File: src/rtl/wwdcfg_pkg.sv
// Package of constants, types and the window decoder for the window watchdog.
package wwdcfg_pkg;

  // ==========================================================================
  // Register offsets
  localparam logic [7:0] ADDR_CFG = 8'h80;
  localparam logic [7:0] ADDR_CLOSE = 8'h81;
  localparam logic [7:0] ADDR_OPEN = 8'h82;
  localparam logic [7:0] ADDR_KEY = 8'h83;
  localparam logic [7:0] ADDR_PROT1 = 8'hF0;
  localparam logic [7:0] ADDR_PROT2 = 8'hF1;

  // ==========================================================================
  // Field positions and reset values
  localparam int ESC_MSB = 7;
  localparam int ESC_LSB = 6;
  localparam int RUN_SLEEP_BIT = 5;
  localparam int DLY_MSB = 4;
  localparam int DLY_LSB = 2;
  localparam int PDM_MSB = 1;
  localparam int PDM_LSB = 0;
  localparam int PROT_WDT_BIT = 2;
  localparam logic [7:0] PROT_MASK = 8'h7F;
  localparam logic [7:0] REG_RST = 8'h00;

  // ==========================================================================
  // Escalation modes
  localparam logic [1:0] ESC_OFF = 2'h0;
  localparam logic [1:0] ESC_IRQ_FIRST = 2'h1;
  localparam logic [1:0] ESC_RST_FIRST = 2'h2;
  localparam logic [1:0] ESC_PD_ONLY = 2'h3;

  // ==========================================================================
  // Timing
  localparam int MS_NS = 1000000;
  localparam int CLK_PERIOD_NS = 25;
  localparam int MS_CYCLES = MS_NS / CLK_PERIOD_NS;

  // ==========================================================================
  // Window code mapping
  localparam logic [7:0] SEG2_CODE = 8'h20;
  localparam logic [7:0] SEG3_CODE = 8'h40;
  localparam logic [9:0] SEG1_BASE_MS = 10'h001;
  localparam logic [9:0] SEG2_BASE_MS = 10'h022;
  localparam logic [9:0] SEG3_BASE_MS = 10'h064;

  typedef enum logic [1:0] {
    ST_IDLE,
    ST_DELAY,
    ST_CLOSE,
    ST_OPEN
  } wwdcfg_state_type;

  function automatic logic [9:0] window_ms(input logic [7:0] code);
    logic [9:0] ms;
    ms = 10'h000;
    if (code < SEG2_CODE)
    begin
      ms = SEG1_BASE_MS + 10'(code);
    end
    else if (code < SEG3_CODE)
    begin
      ms = SEG2_BASE_MS + (10'(code - SEG2_CODE) << 1);
    end
    else
    begin
      ms = SEG3_BASE_MS + (10'(code - SEG3_CODE) << 2);
    end
    return ms;
  endfunction : window_ms

endpackage : wwdcfg_pkg

File: src/rtl/wwdcfg_top.sv
// Window watchdog core: escalation, start-up delay, windows and service handling.
`timescale 1ns/1ps
module wwdcfg_top #(
  parameter int unsigned MS_CYCLES = wwdcfg_pkg::MS_CYCLES
) (
  input wire logic ref_clk,
  input wire logic sys_rst,
  input wire logic [7:0] reg_addr,
  input wire logic [7:0] reg_wdata,
  input wire logic reg_wr,
  input wire logic reg_rd,
  output logic [7:0] reg_rdata,
  input wire logic nvm_load,
  input wire logic [7:0] nvm_cfg,
  input wire logic [7:0] nvm_close,
  input wire logic [7:0] nvm_open,
  input wire logic reset_pin_low_active,
  input wire logic sleep_active,
  output logic wdt_irq,
  output logic wdt_reset,
  output logic wdt_powerdown,
  output logic [1:0] forced_shutdown_field,
  output logic wdt_protected
);
  typedef struct packed {
    wwdcfg_pkg::wwdcfg_state_type st;
    logic [9:0] ms_left;
    logic [13:0] dly_left;
    logic [1:0] stage;
    logic irq;
    logic rst;
    logic pd;
    logic [1:0] shdn;
    logic pin_q;
    logic sleep_q;
    logic [1:0] esc_q;
  } wwdcfg_core_type;

  wwdcfg_core_type s;
  wwdcfg_core_type next_s;
  logic [7:0] cfg;
  logic [7:0] close_code;
  logic [7:0] open_code;
  logic key_wr;
  logic tick;
  logic tick_clr;
  logic expire;
  logic restart;
  logic running;
  logic [1:0] esc;
  logic run_sleep;
  logic [9:0] close_ms;
  logic [9:0] open_ms;
  logic [14:0] delay_ms;

  // ==========================================================================
  // Registers and time base
  wwdcfg_regs u_regs (
    .ref_clk(ref_clk),
    .sys_rst(sys_rst),
    .reg_addr(reg_addr),
    .reg_wdata(reg_wdata),
    .reg_wr(reg_wr),
    .reg_rd(reg_rd),
    .reg_rdata(reg_rdata),
    .nvm_load(nvm_load),
    .nvm_cfg(nvm_cfg),
    .nvm_close(nvm_close),
    .nvm_open(nvm_open),
    .cfg(cfg),
    .close_code(close_code),
    .open_code(open_code),
    .key_wr(key_wr),
    .wdt_protected(wdt_protected)
  );

  wwdcfg_tick #(
    .MS_CYCLES(MS_CYCLES)
  ) u_tick (
    .ref_clk(ref_clk),
    .sys_rst(sys_rst),
    .clr(tick_clr),
    .tick(tick)
  );

  // ==========================================================================
  // Decoded configuration
  assign esc = cfg[wwdcfg_pkg::ESC_MSB:wwdcfg_pkg::ESC_LSB];
  assign run_sleep = cfg[wwdcfg_pkg::RUN_SLEEP_BIT];
  assign close_ms = wwdcfg_pkg::window_ms(close_code);
  assign open_ms = wwdcfg_pkg::window_ms(open_code);
  // Worst case is eight periods of 1728 ms, which still fits 14 bits.
  assign delay_ms = 15'(4'(cfg[wwdcfg_pkg::DLY_MSB:wwdcfg_pkg::DLY_LSB]) + 4'h1)
    * 15'(11'(close_ms) + 11'(open_ms));
  assign running = !sleep_active || run_sleep;
  assign restart = !reset_pin_low_active || (reset_pin_low_active && !s.pin_q)
    || (esc != s.esc_q) || (!sleep_active && s.sleep_q && !run_sleep);

  // ==========================================================================
  // Watchdog sequencer
  always_comb
  begin
    next_s = s;
    next_s.irq = 1'b0;
    next_s.rst = 1'b0;
    next_s.pd = 1'b0;
    next_s.pin_q = reset_pin_low_active;
    next_s.sleep_q = sleep_active;
    next_s.esc_q = esc;
    tick_clr = 1'b0;
    expire = 1'b0;
    if (esc == wwdcfg_pkg::ESC_OFF)
    begin
      next_s.st = wwdcfg_pkg::ST_IDLE;
      next_s.stage = 2'h0;
      tick_clr = 1'b1;
    end
    else if (restart || s.st == wwdcfg_pkg::ST_IDLE)
    begin
      next_s.st = wwdcfg_pkg::ST_DELAY;
      next_s.dly_left = delay_ms[13:0];
      next_s.stage = 2'h0;
      tick_clr = 1'b1;
    end
    else if (!running)
    begin
      // Holding the tick counter clear keeps a part millisecond from leaking across sleep.
      tick_clr = 1'b1;
    end
    else
    begin
      case (s.st)
        wwdcfg_pkg::ST_DELAY:
        begin
          if (tick)
          begin
            if (s.dly_left <= 14'h0001)
            begin
              next_s.st = wwdcfg_pkg::ST_CLOSE;
              next_s.ms_left = close_ms;
            end
            else
            begin
              next_s.dly_left = s.dly_left - 14'h0001;
            end
          end
        end
        wwdcfg_pkg::ST_CLOSE:
        begin
          if (key_wr)
          begin
            expire = 1'b1;
          end
          else if (tick)
          begin
            if (s.ms_left <= 10'h001)
            begin
              next_s.st = wwdcfg_pkg::ST_OPEN;
              next_s.ms_left = open_ms;
            end
            else
            begin
              next_s.ms_left = s.ms_left - 10'h001;
            end
          end
        end
        wwdcfg_pkg::ST_OPEN:
        begin
          if (key_wr)
          begin
            next_s.st = wwdcfg_pkg::ST_CLOSE;
            next_s.ms_left = close_ms;
            next_s.stage = 2'h0;
            tick_clr = 1'b1;
          end
          else if (tick)
          begin
            if (s.ms_left <= 10'h001)
            begin
              expire = 1'b1;
            end
            else
            begin
              next_s.ms_left = s.ms_left - 10'h001;
            end
          end
        end
        default:
        begin
          next_s.st = wwdcfg_pkg::ST_IDLE;
        end
      endcase
    end
    if (expire)
    begin
      next_s.st = wwdcfg_pkg::ST_CLOSE;
      next_s.ms_left = close_ms;
      tick_clr = 1'b1;
      next_s.stage = (s.stage == 2'h2) ? 2'h2 : s.stage + 2'h1;
      case (esc)
        wwdcfg_pkg::ESC_IRQ_FIRST:
        begin
          next_s.irq = (s.stage == 2'h0);
          next_s.rst = (s.stage == 2'h1);
          next_s.pd = (s.stage == 2'h2);
        end
        wwdcfg_pkg::ESC_RST_FIRST:
        begin
          next_s.rst = (s.stage == 2'h0);
          next_s.pd = (s.stage != 2'h0);
        end
        wwdcfg_pkg::ESC_PD_ONLY:
        begin
          next_s.pd = 1'b1;
        end
        default:
        begin
          next_s.pd = 1'b0;
        end
      endcase
      if (next_s.pd)
      begin
        next_s.shdn = cfg[wwdcfg_pkg::PDM_MSB:wwdcfg_pkg::PDM_LSB];
      end
    end
  end

  always_ff @(posedge ref_clk)
  begin
    if (sys_rst)
    begin
      s <= '0;
    end
    else
    begin
      s <= next_s;
    end
  end

  assign wdt_irq = s.irq;
  assign wdt_reset = s.rst;
  assign wdt_powerdown = s.pd;
  assign forced_shutdown_field = s.shdn;
endmodule : wwdcfg_top

File: src/rtl/wwdcfg_tick.sv
// Millisecond tick generator for the window watchdog time base.
`timescale 1ns/1ps
module wwdcfg_tick #(
  parameter int unsigned MS_CYCLES = wwdcfg_pkg::MS_CYCLES
) (
  input wire logic ref_clk,
  input wire logic sys_rst,
  input wire logic clr,
  output logic tick
);
  localparam int CNT_W = $clog2(MS_CYCLES + 1);
  localparam logic [CNT_W-1:0] LAST = CNT_W'(MS_CYCLES - 1);

  typedef struct packed {
    logic [CNT_W-1:0] cnt;
    logic tick;
  } wwdcfg_tick_type;

  wwdcfg_tick_type s;
  wwdcfg_tick_type next_s;

  // ==========================================================================
  // Counter
  always_comb
  begin
    next_s = s;
    next_s.tick = 1'b0;
    if (clr)
    begin
      next_s.cnt = '0;
    end
    else if (s.cnt == LAST)
    begin
      next_s.cnt = '0;
      next_s.tick = 1'b1;
    end
    else
    begin
      next_s.cnt = s.cnt + CNT_W'(1);
    end
  end

  always_ff @(posedge ref_clk)
  begin
    if (sys_rst)
    begin
      s <= '0;
    end
    else
    begin
      s <= next_s;
    end
  end

  assign tick = s.tick;
endmodule : wwdcfg_tick

File: src/rtl/wwdcfg_regs.sv
// Register file of the window watchdog with group protection and power-on load.
`timescale 1ns/1ps
module wwdcfg_regs (
  input wire logic ref_clk,
  input wire logic sys_rst,
  input wire logic [7:0] reg_addr,
  input wire logic [7:0] reg_wdata,
  input wire logic reg_wr,
  input wire logic reg_rd,
  output logic [7:0] reg_rdata,
  input wire logic nvm_load,
  input wire logic [7:0] nvm_cfg,
  input wire logic [7:0] nvm_close,
  input wire logic [7:0] nvm_open,
  output logic [7:0] cfg,
  output logic [7:0] close_code,
  output logic [7:0] open_code,
  output logic key_wr,
  output logic wdt_protected
);
  typedef struct packed {
    logic [7:0] cfg;
    logic [7:0] close_code;
    logic [7:0] open_code;
    logic [7:0] key;
    logic [7:0] prot1;
    logic [7:0] prot2;
    logic [7:0] rdata;
  } wwdcfg_regs_type;

  wwdcfg_regs_type s;
  wwdcfg_regs_type next_s;
  logic prot;

  // ==========================================================================
  // Decode and write
  assign prot = s.prot1[wwdcfg_pkg::PROT_WDT_BIT] & s.prot2[wwdcfg_pkg::PROT_WDT_BIT];

  always_comb
  begin
    next_s = s;
    if (nvm_load)
    begin
      next_s.cfg = nvm_cfg;
      next_s.close_code = nvm_close;
      next_s.open_code = nvm_open;
    end
    else if (reg_wr && !prot)
    begin
      case (reg_addr)
        wwdcfg_pkg::ADDR_CFG: next_s.cfg = reg_wdata;
        wwdcfg_pkg::ADDR_CLOSE: next_s.close_code = reg_wdata;
        wwdcfg_pkg::ADDR_OPEN: next_s.open_code = reg_wdata;
        default: next_s.cfg = s.cfg;
      endcase
    end
    if (reg_wr)
    begin
      case (reg_addr)
        wwdcfg_pkg::ADDR_KEY: next_s.key = reg_wdata;
        // Protection bits only ever accumulate, so a buggy host cannot unlock.
        wwdcfg_pkg::ADDR_PROT1: next_s.prot1 = (s.prot1 | reg_wdata) & wwdcfg_pkg::PROT_MASK;
        wwdcfg_pkg::ADDR_PROT2: next_s.prot2 = (s.prot2 | reg_wdata) & wwdcfg_pkg::PROT_MASK;
        default: next_s.key = s.key;
      endcase
    end
    if (reg_rd)
    begin
      case (reg_addr)
        wwdcfg_pkg::ADDR_CFG: next_s.rdata = s.cfg;
        wwdcfg_pkg::ADDR_CLOSE: next_s.rdata = s.close_code;
        wwdcfg_pkg::ADDR_OPEN: next_s.rdata = s.open_code;
        wwdcfg_pkg::ADDR_KEY: next_s.rdata = s.key;
        wwdcfg_pkg::ADDR_PROT1: next_s.rdata = s.prot1;
        wwdcfg_pkg::ADDR_PROT2: next_s.rdata = s.prot2;
        default: next_s.rdata = wwdcfg_pkg::REG_RST;
      endcase
    end
  end

  always_ff @(posedge ref_clk)
  begin
    if (sys_rst)
    begin
      s <= '0;
    end
    else
    begin
      s <= next_s;
    end
  end

  assign reg_rdata = s.rdata;
  assign cfg = s.cfg;
  assign close_code = s.close_code;
  assign open_code = s.open_code;
  assign key_wr = reg_wr && (reg_addr == wwdcfg_pkg::ADDR_KEY);
  assign wdt_protected = prot;
endmodule : wwdcfg_regs

File: config.mk
export PLATFORM = sky130hd
export DESIGN_NAME = wwdcfg_top
export DESIGN_NICKNAME = d
export VERILOG_FILES = /design/src/rtl/wwdcfg_pkg.sv /design/src/rtl/wwdcfg_top.sv /design/src/rtl/wwdcfg_tick.sv /design/src/rtl/wwdcfg_regs.sv
export SDC_FILE = /design/constraint.sdc
export NUM_CORES = 1
export LEC_CHECK = 0
export BUFFER_PORTS_ARGS = -buffer_cell sky130_fd_sc_hd__buf_2
export CORE_ASPECT_RATIO = 0.5
export CORE_MARGIN = 1.5
export CORE_UTILIZATION = 30
export DETAILED_ROUTE_END_ITERATION = 8
export GPL_TIMING_DRIVEN = 0
export PLACE_DENSITY = 0.57
export SLEW_MARGIN = 25
export SYNTH_ARGS = -nofsm -noshare
export SYNTH_HDL_FRONTEND = slang
export SYNTH_SLANG_ARGS = --single-unit
export TNS_END_PERCENT = 100
File: constraint.sdc
create_clock -name ref_clk -period 5.9 [get_ports ref_clk]
set_clock_uncertainty 0.1 [all_clocks]
set_input_delay 0.59 -clock ref_clk [delete_from_list [all_inputs] [get_ports ref_clk]]
set_output_delay 0.59 -clock ref_clk [all_outputs]
set_load 0.005 [all_outputs]
[After elaboration in Yosys (flattened, before gate mapping)]
Index checks and enable logic that the tools add are counted.
Storage, ports and cells
  register bits after elaboration: 108
  input bits: 47
  output and inout bits: 14
  logic and storage cells: 192
Cells by class
  $mul: 1
  reduce and logical (&&, ||, !) cells: 48
  bitwise operators: 6
  $add $sub $neg: 16
  $lt $le $gt $ge: 6
  equal/unequal tests: 37
  muxes and demuxes: 57
Operators by type and width (count)
  $mux 10: 9
  $mux 24: 3
  $mux 12: 5
  $mux 26: 2
  $eq 8x8->1 const B: 6
  $pmux 8 s6: 1
  $pmux 10 s3: 1
  $mux 14: 2
  $mux 28: 1
  $mux 8: 3
  $add 6x10->10 const A: 2
  $add 7x10->10 const A: 2
  $ne 5x5->1 const B: 4
  $add 1x8->9 const A: 2
  $mux 2: 9
  $sub 8x6->9 const B: 2
  $add 16x1->16 const B: 1
  $eq 16x16->1 const B: 1
  $lt 8x6->1 const B: 2
  $lt 8x7->1 const B: 2
  $mux 16: 1
  $ne 4x4->1 const B: 4
  $reduce_bool 2->1: 8
  $reduce_bool 4->1: 4
  37 further kinds: 94

[Depth between registers and ports, before layout]
  word-level depth: 13
  depth in mapped cells: 28
  depth with buffers taken out: 26

[Modules after synthesis]
From an unflattened synthesis, not the netlist that was laid out.
Unflattened totals
  cell total of the unflattened synthesis: 1111
  area, all modules: 8949.8 µm²
Modules (own cells, without submodules)
  wwdcfg_top: area each 5185.0 µm², seq. area each 740.7 µm², cells an instance 686, times used 1
  wwdcfg_regs: area each 3017.9 µm², seq. area each 1081.0 µm², cells an instance 344, times used 1
  wwdcfg_tick: area each 747.0 µm², seq. area each 340.3 µm², cells an instance 81, times used 1

[Worst setup path before layout]
No wires, ideal clock.
  path kind: flip-flop to flip-flop
  start: register u_regs.s, in the netlist u_regs.open_code[5]
  end: register s[21] in the netlist's numbering
  data required time: 5709 ps
  stages on the path, launching flop included: 28
  period minus slack after synthesis: 6102 ps
  arrival: 5911 ps
  library setup time: 91 ps
  setup slack: -202 ps
  path buffers: 3
  cells stage by stage: dfxtp_1 > clkbuf_1 > inv_1 > ha_1 > ha_1 > clkbuf_1 > clkbuf_1 > a21oi_1 > inv_1 > ha_1 > a21o_1 > a21oi_1 > o21bai_1 > a2111oi_0 > nor2_1 > xnor2_1 > nor2_1 > fa_1 > inv_1 > fa_1 > inv_1 > ha_1 > or2_2 > a21oi_1 > nor2_1 > xor2_1 > nand2_1 > a311oi_1
Between the ends
  longest elaborated chain between the ends: 7
  elaborated cells on any way between the ends: 12
  those cells by class: add/sub: 6; mul: 1; order compare: 2; mux: 3
RTL lines
  from (decl): line wwdcfg_regs.sv:31  | wwdcfg_regs_type s;
  from (signal assigned): line wwdcfg_regs.sv:89  | s <= next_s;
  $sub 8x6->9 / $sub 8x7->8 (equally long branches): line wwdcfg_pkg.sv:63, wwdcfg_pkg.sv:67
  $add 6x10->10 / $add 7x10->10 (equally long branches): line wwdcfg_pkg.sv:63, wwdcfg_pkg.sv:67
  $mux 10: line wwdcfg_pkg.sv:61  | else if (code < SEG3_CODE)
  $mux 10 *: line wwdcfg_pkg.sv:57  | if (code < SEG2_CODE)
  $add 10x10->11 *: line wwdcfg_top.sv:94  | * 15'(11'(close_ms) + 11'(open_ms));
  $mul 4x11->14 *: line wwdcfg_top.sv:94
  $mux 16 *: line wwdcfg_top.sv:118  | else if (restart || s.st == wwdcfg_pkg::ST_IDLE)
  to (signal assigned): line wwdcfg_top.sv:236  | s <= next_s;
  to (decl): line wwdcfg_top.sv:39  | wwdcfg_core_type s;
Mark *: on every way between the ends. The rest lies on a longest branch, timed or not.
A chain may end at the register's enable or synchronous reset.

[Worst setup path after layout]
Ends and elaborated chain as after synthesis.

==> results.py <==
metrics = {
    "drt": {
        "drt-total-wl_um": 25900,
        "wl_per_cell_um": 16.9,
        "drt_pass1_iterations": 7,
        "drtIter0Drc": 642,
        "via_count": 8085,
        "ant_nets": 0,
        "viasPerCell": 5.27,
        "drc": 0,
    },
    "clock_tree": {
        "clock_sinks": 108,
        "h-tree-depth": 3,
        "cts_buffer_depth": 2,
        "cts_hold_buf": 0,
        "clk_latency_ns": 0.36,
        "cts_tree": "yes",
        "root_buffer": "clkbuf_16",
        "numCtsBuffers": 9,
        "clk_pin_slew_ns": 0.08,
    },
    "power_and_ir_drop": {
        "power.leakage_nw": 3.99,
        "ir_drop_mv": 0.136,
        "power.density_nw_per_um2": 279,
    },
    "run_status": {
        "status": "completed",
    },
    "layout": {
        "drive_above_1_share_pct": 18.0,
        "multi_input_area_um2": 6100,
        "diodes": 0,
        "nets": 1272,
        "regArea_um2": 2180,
        "instances_no_fill": 1534,
        "syn_to_final_growth_pct": 17.1,
        "fillers": 2890,
    },
    "setup_path": {
        "cp-start-kind": "register",
        "crit_path_end_kind": "register",
        "cp.required_ns": 6.07,
        "reg2reg_slack_ns": 0.18,
        "worstPathArrival_ns": 5.89,
        "r2r-end": "s[21]",
        "reg2reg_depth": 25,
        "worstSetupPathType": "reg2reg",
        "path_max_fanout": 10,
        "r2r-start": "u_regs.open_code[5]",
        "crit_start": "u_regs.open_code[5]",
        "crit_end": "s[21]",
    },
    "placement": {
        "place.gp.congestion": 0.903,
        "place_ws_ns": -0.997,
        "hpwl_um": 20000,
        "numPortBuffers": 59,
        "dp_cells": 1505,
    },
    "floorplan": {
        "die_w_um": 242,
        "ios": 61,
        "die_h_um": 122,
        "start_util_pct": 30.7,
        "dieArea_um2": 29500,
        "rows": 43,
        "fp.coreArea_um2": 27800,
    },
    "global_routing": {
        "met3_usage_pct": 2.58,
        "gr-total-overflow": 0,
        "grt_util_all_layers_pct": 17.2,
        "busiest_layer": "met2",
        "met2_usage_pct": 28.4,
        "grt_pass1_vias": 7535,
        "grt_max_degree": 18,
        "grtUsageMet1_pct": 23.1,
        "grt_first_pass_wirelength_um": 40600,
        "antenna_found_initial": 0,
    },
    "logic_synthesis": {
        "async_flop_share_pct": 0,
        "synth-compound-area-share_pct": 19.7,
        "syn_area_um2": 8540,
        "synth_top_cells_by_area": "dfxtp_1 25%, ha_1 8.5%, nor2_1 6.5%",
        "synth-adder-area-share_pct": 13.0,
        "yosys_most_used_dff": "dfxtp_1",
        "ys_top_cells_by_count": "147 x nor2_1, 108 x dfxtp_1, 82 x nand2_1",
        "synth_top_cell_by_area": "dfxtp_1",
        "synth_seq_cells": 108,
        "synth_xor_area_share_pct": 6.16,
        "synth_top_area_share_pct": 25.3,
        "syn_avg_cell_area_um2": 8.02,
        "yosys_warnings": 0,
        "synth_top_family_by_area": "simple AND/OR/NAND/NOR gates",
        "synth.most_common_cell": "nor2_1",
        "yosysUniqueCellTypes": 87,
        "synth_fp_nets": 1188,
        "synth_edf_count": 0,
        "synthMuxAreaShare_pct": 6.70,
        "ys_seq_area_share_pct": 25.3,
        "postSynthCellCount": 1064,
        "synthSimpleGateAreaFrac_pct": 23.2,
    },
    "timing": {
        "slew_violations": 0,
        "finalCriticalPeriod_ns": 5.72,
        "finalCritPeriodShare_pct": 97.0,
        "fmax_mhz": 175,
        "hold_violations": 0,
        "max_slew_margin_pct": 36.4,
        "worst_slew_pin_slew_ns": 0.946,
        "layout_setup_ws_ns": 0.176,
        "setup_viol": 0,
    },
    "hold_path": {
        "hold_class": "reg2reg",
    },
    "job": {
        "drv_cap": 0,
    },
}
==> state kept, by name (all words and copies together), names as in the netlist, 2 cells and up <==
name	cells
u_regs.reg_rdata	8
u_regs.s	22
u_regs.open_code	8
s	32
u_tick.s	16
u_regs.cfg	8
u_regs.close_code	8
forced_shutdown_field	2
==> layout make-up <==
class,instances,share of cell area (%)
sequential,108,21.8
timing repair buffer,76,4.23
clock inverter,5,0.363
tap,382,4.78
buffer,54,2.87
multi-input combinational,834,61.0
inverter,65,2.50
clock buffer,10,2.39
==> layout by cell type, fill, tap and decap left out, types with 23 or more instances in the layout <==
master / count
inv_1: 59
nor2_1: 145
a211oi_1: 25
nor3_1: 24
a21oi_1: 71
clkbuf_1: 26
buf_4: 27
buf_2: 65
mux2i_1: 37
nand3_1: 28
xor2_1: 23
xnor2_1: 31
dfxtp_1: 100
ha_1: 49
o21ai_0: 41
nand2_1: 82
==> metrics by stage <==
step | power, W | TNS (ns) | area (um^2) | utilization, % | hold slack, ns
3_3_place_gp | 0.00202 | -4.16 | 9320 | 33.5 | 0.341
6_report | 0.00279 | 0 | 9990 | 35.9 | 0.360
3_5_place_dp | 0.00203 | -4.79 | 9320 | 33.5 | 0.347
5_1_grt | 0.00300 | -0.0584 | 9990 | 35.9 | 0.373
2_1_floorplan | 0.00173 | 0 | 8540 | - | 0.333
4_1_cts | 0.00266 | 0 | 9720 | 34.9 | 0.357
==> logic make-up after synthesis <==
| kind of cell | count (synthesis) |
|---|---|
| AOI/OAI and AO/OA | 251 |
| and+or+nand+nor | 399 |
| DFF | 108 |
| xor gates and xnor gates | 60 |
| buffers and inverters | 122 |
| muxes | 47 |
| adders and majority gates | 77 |
==> worst min path at each step <==
stage                  from            to  slack (ns)  depth (start not counted)
2_1_floorplan  u_regs.s[24]  u_regs.s[24]        0.33                          2
3_3_place_gp   u_regs.s[26]  u_regs.s[26]        0.34                          2
3_5_place_dp   u_regs.s[26]  u_regs.s[26]        0.35                          2
4_1_cts        u_regs.s[26]  u_regs.s[26]        0.36                          2
5_1_grt        u_regs.s[29]  u_regs.s[29]        0.37                          2
6_report       u_regs.s[28]  u_regs.s[28]        0.36                          2
==> power breakdown <==
part | switching (W) | leakage (nW) | total, W | internal, W
clock | 0.000287 | 0.127 | 0.000584 | 0.000297
combinational | 0.000788 | 2.98 | 0.00138 | 0.000595
sequential | 0.0000577 | 0.882 | 0.000827 | 0.000769
total | 0.00113 | 3.99 | 0.00279 | 0.00166
==> timing repair <==
action | CTS | global route
hold endpoints to repair | 0 | 0
setup buffers | 4 | 13
gates resized for setup | 27 | 55
setup endpoints to repair | 8 | 6
pin swaps | 4 | 15
==> per-layer routing <==
metal  up-vias  share of wire, %
li1       3920                 -
met1      3915                47
met2       208                46
met3        42               4.8
met4         0               2.6
met5         -                 0
==> critical path, stage by stage, from the launching register on <==
cell       delay, ns
dfxtp_4         0.35
clkbuf_8        0.16
inv_1           0.07
ha_1            0.22
ha_4            0.19
nor3_1          0.29
a21oi_4         0.07
buf_4           0.16
fa_2            0.41
nor2b_2         0.17
nor2_1          0.05
nor2_1          0.08
nor2_1          0.07
xor2_2          0.29
nor2_1          0.09
fa_1            0.49
inv_1           0.06
fa_1            0.54
inv_1           0.04
ha_1            0.33
a211o_1         0.32
a2111oi_4       0.40
nor2_1          0.11
xor2_1          0.20
nand2_1         0.08
a311oi_2        0.28
(Power assumes the default switching activity.)
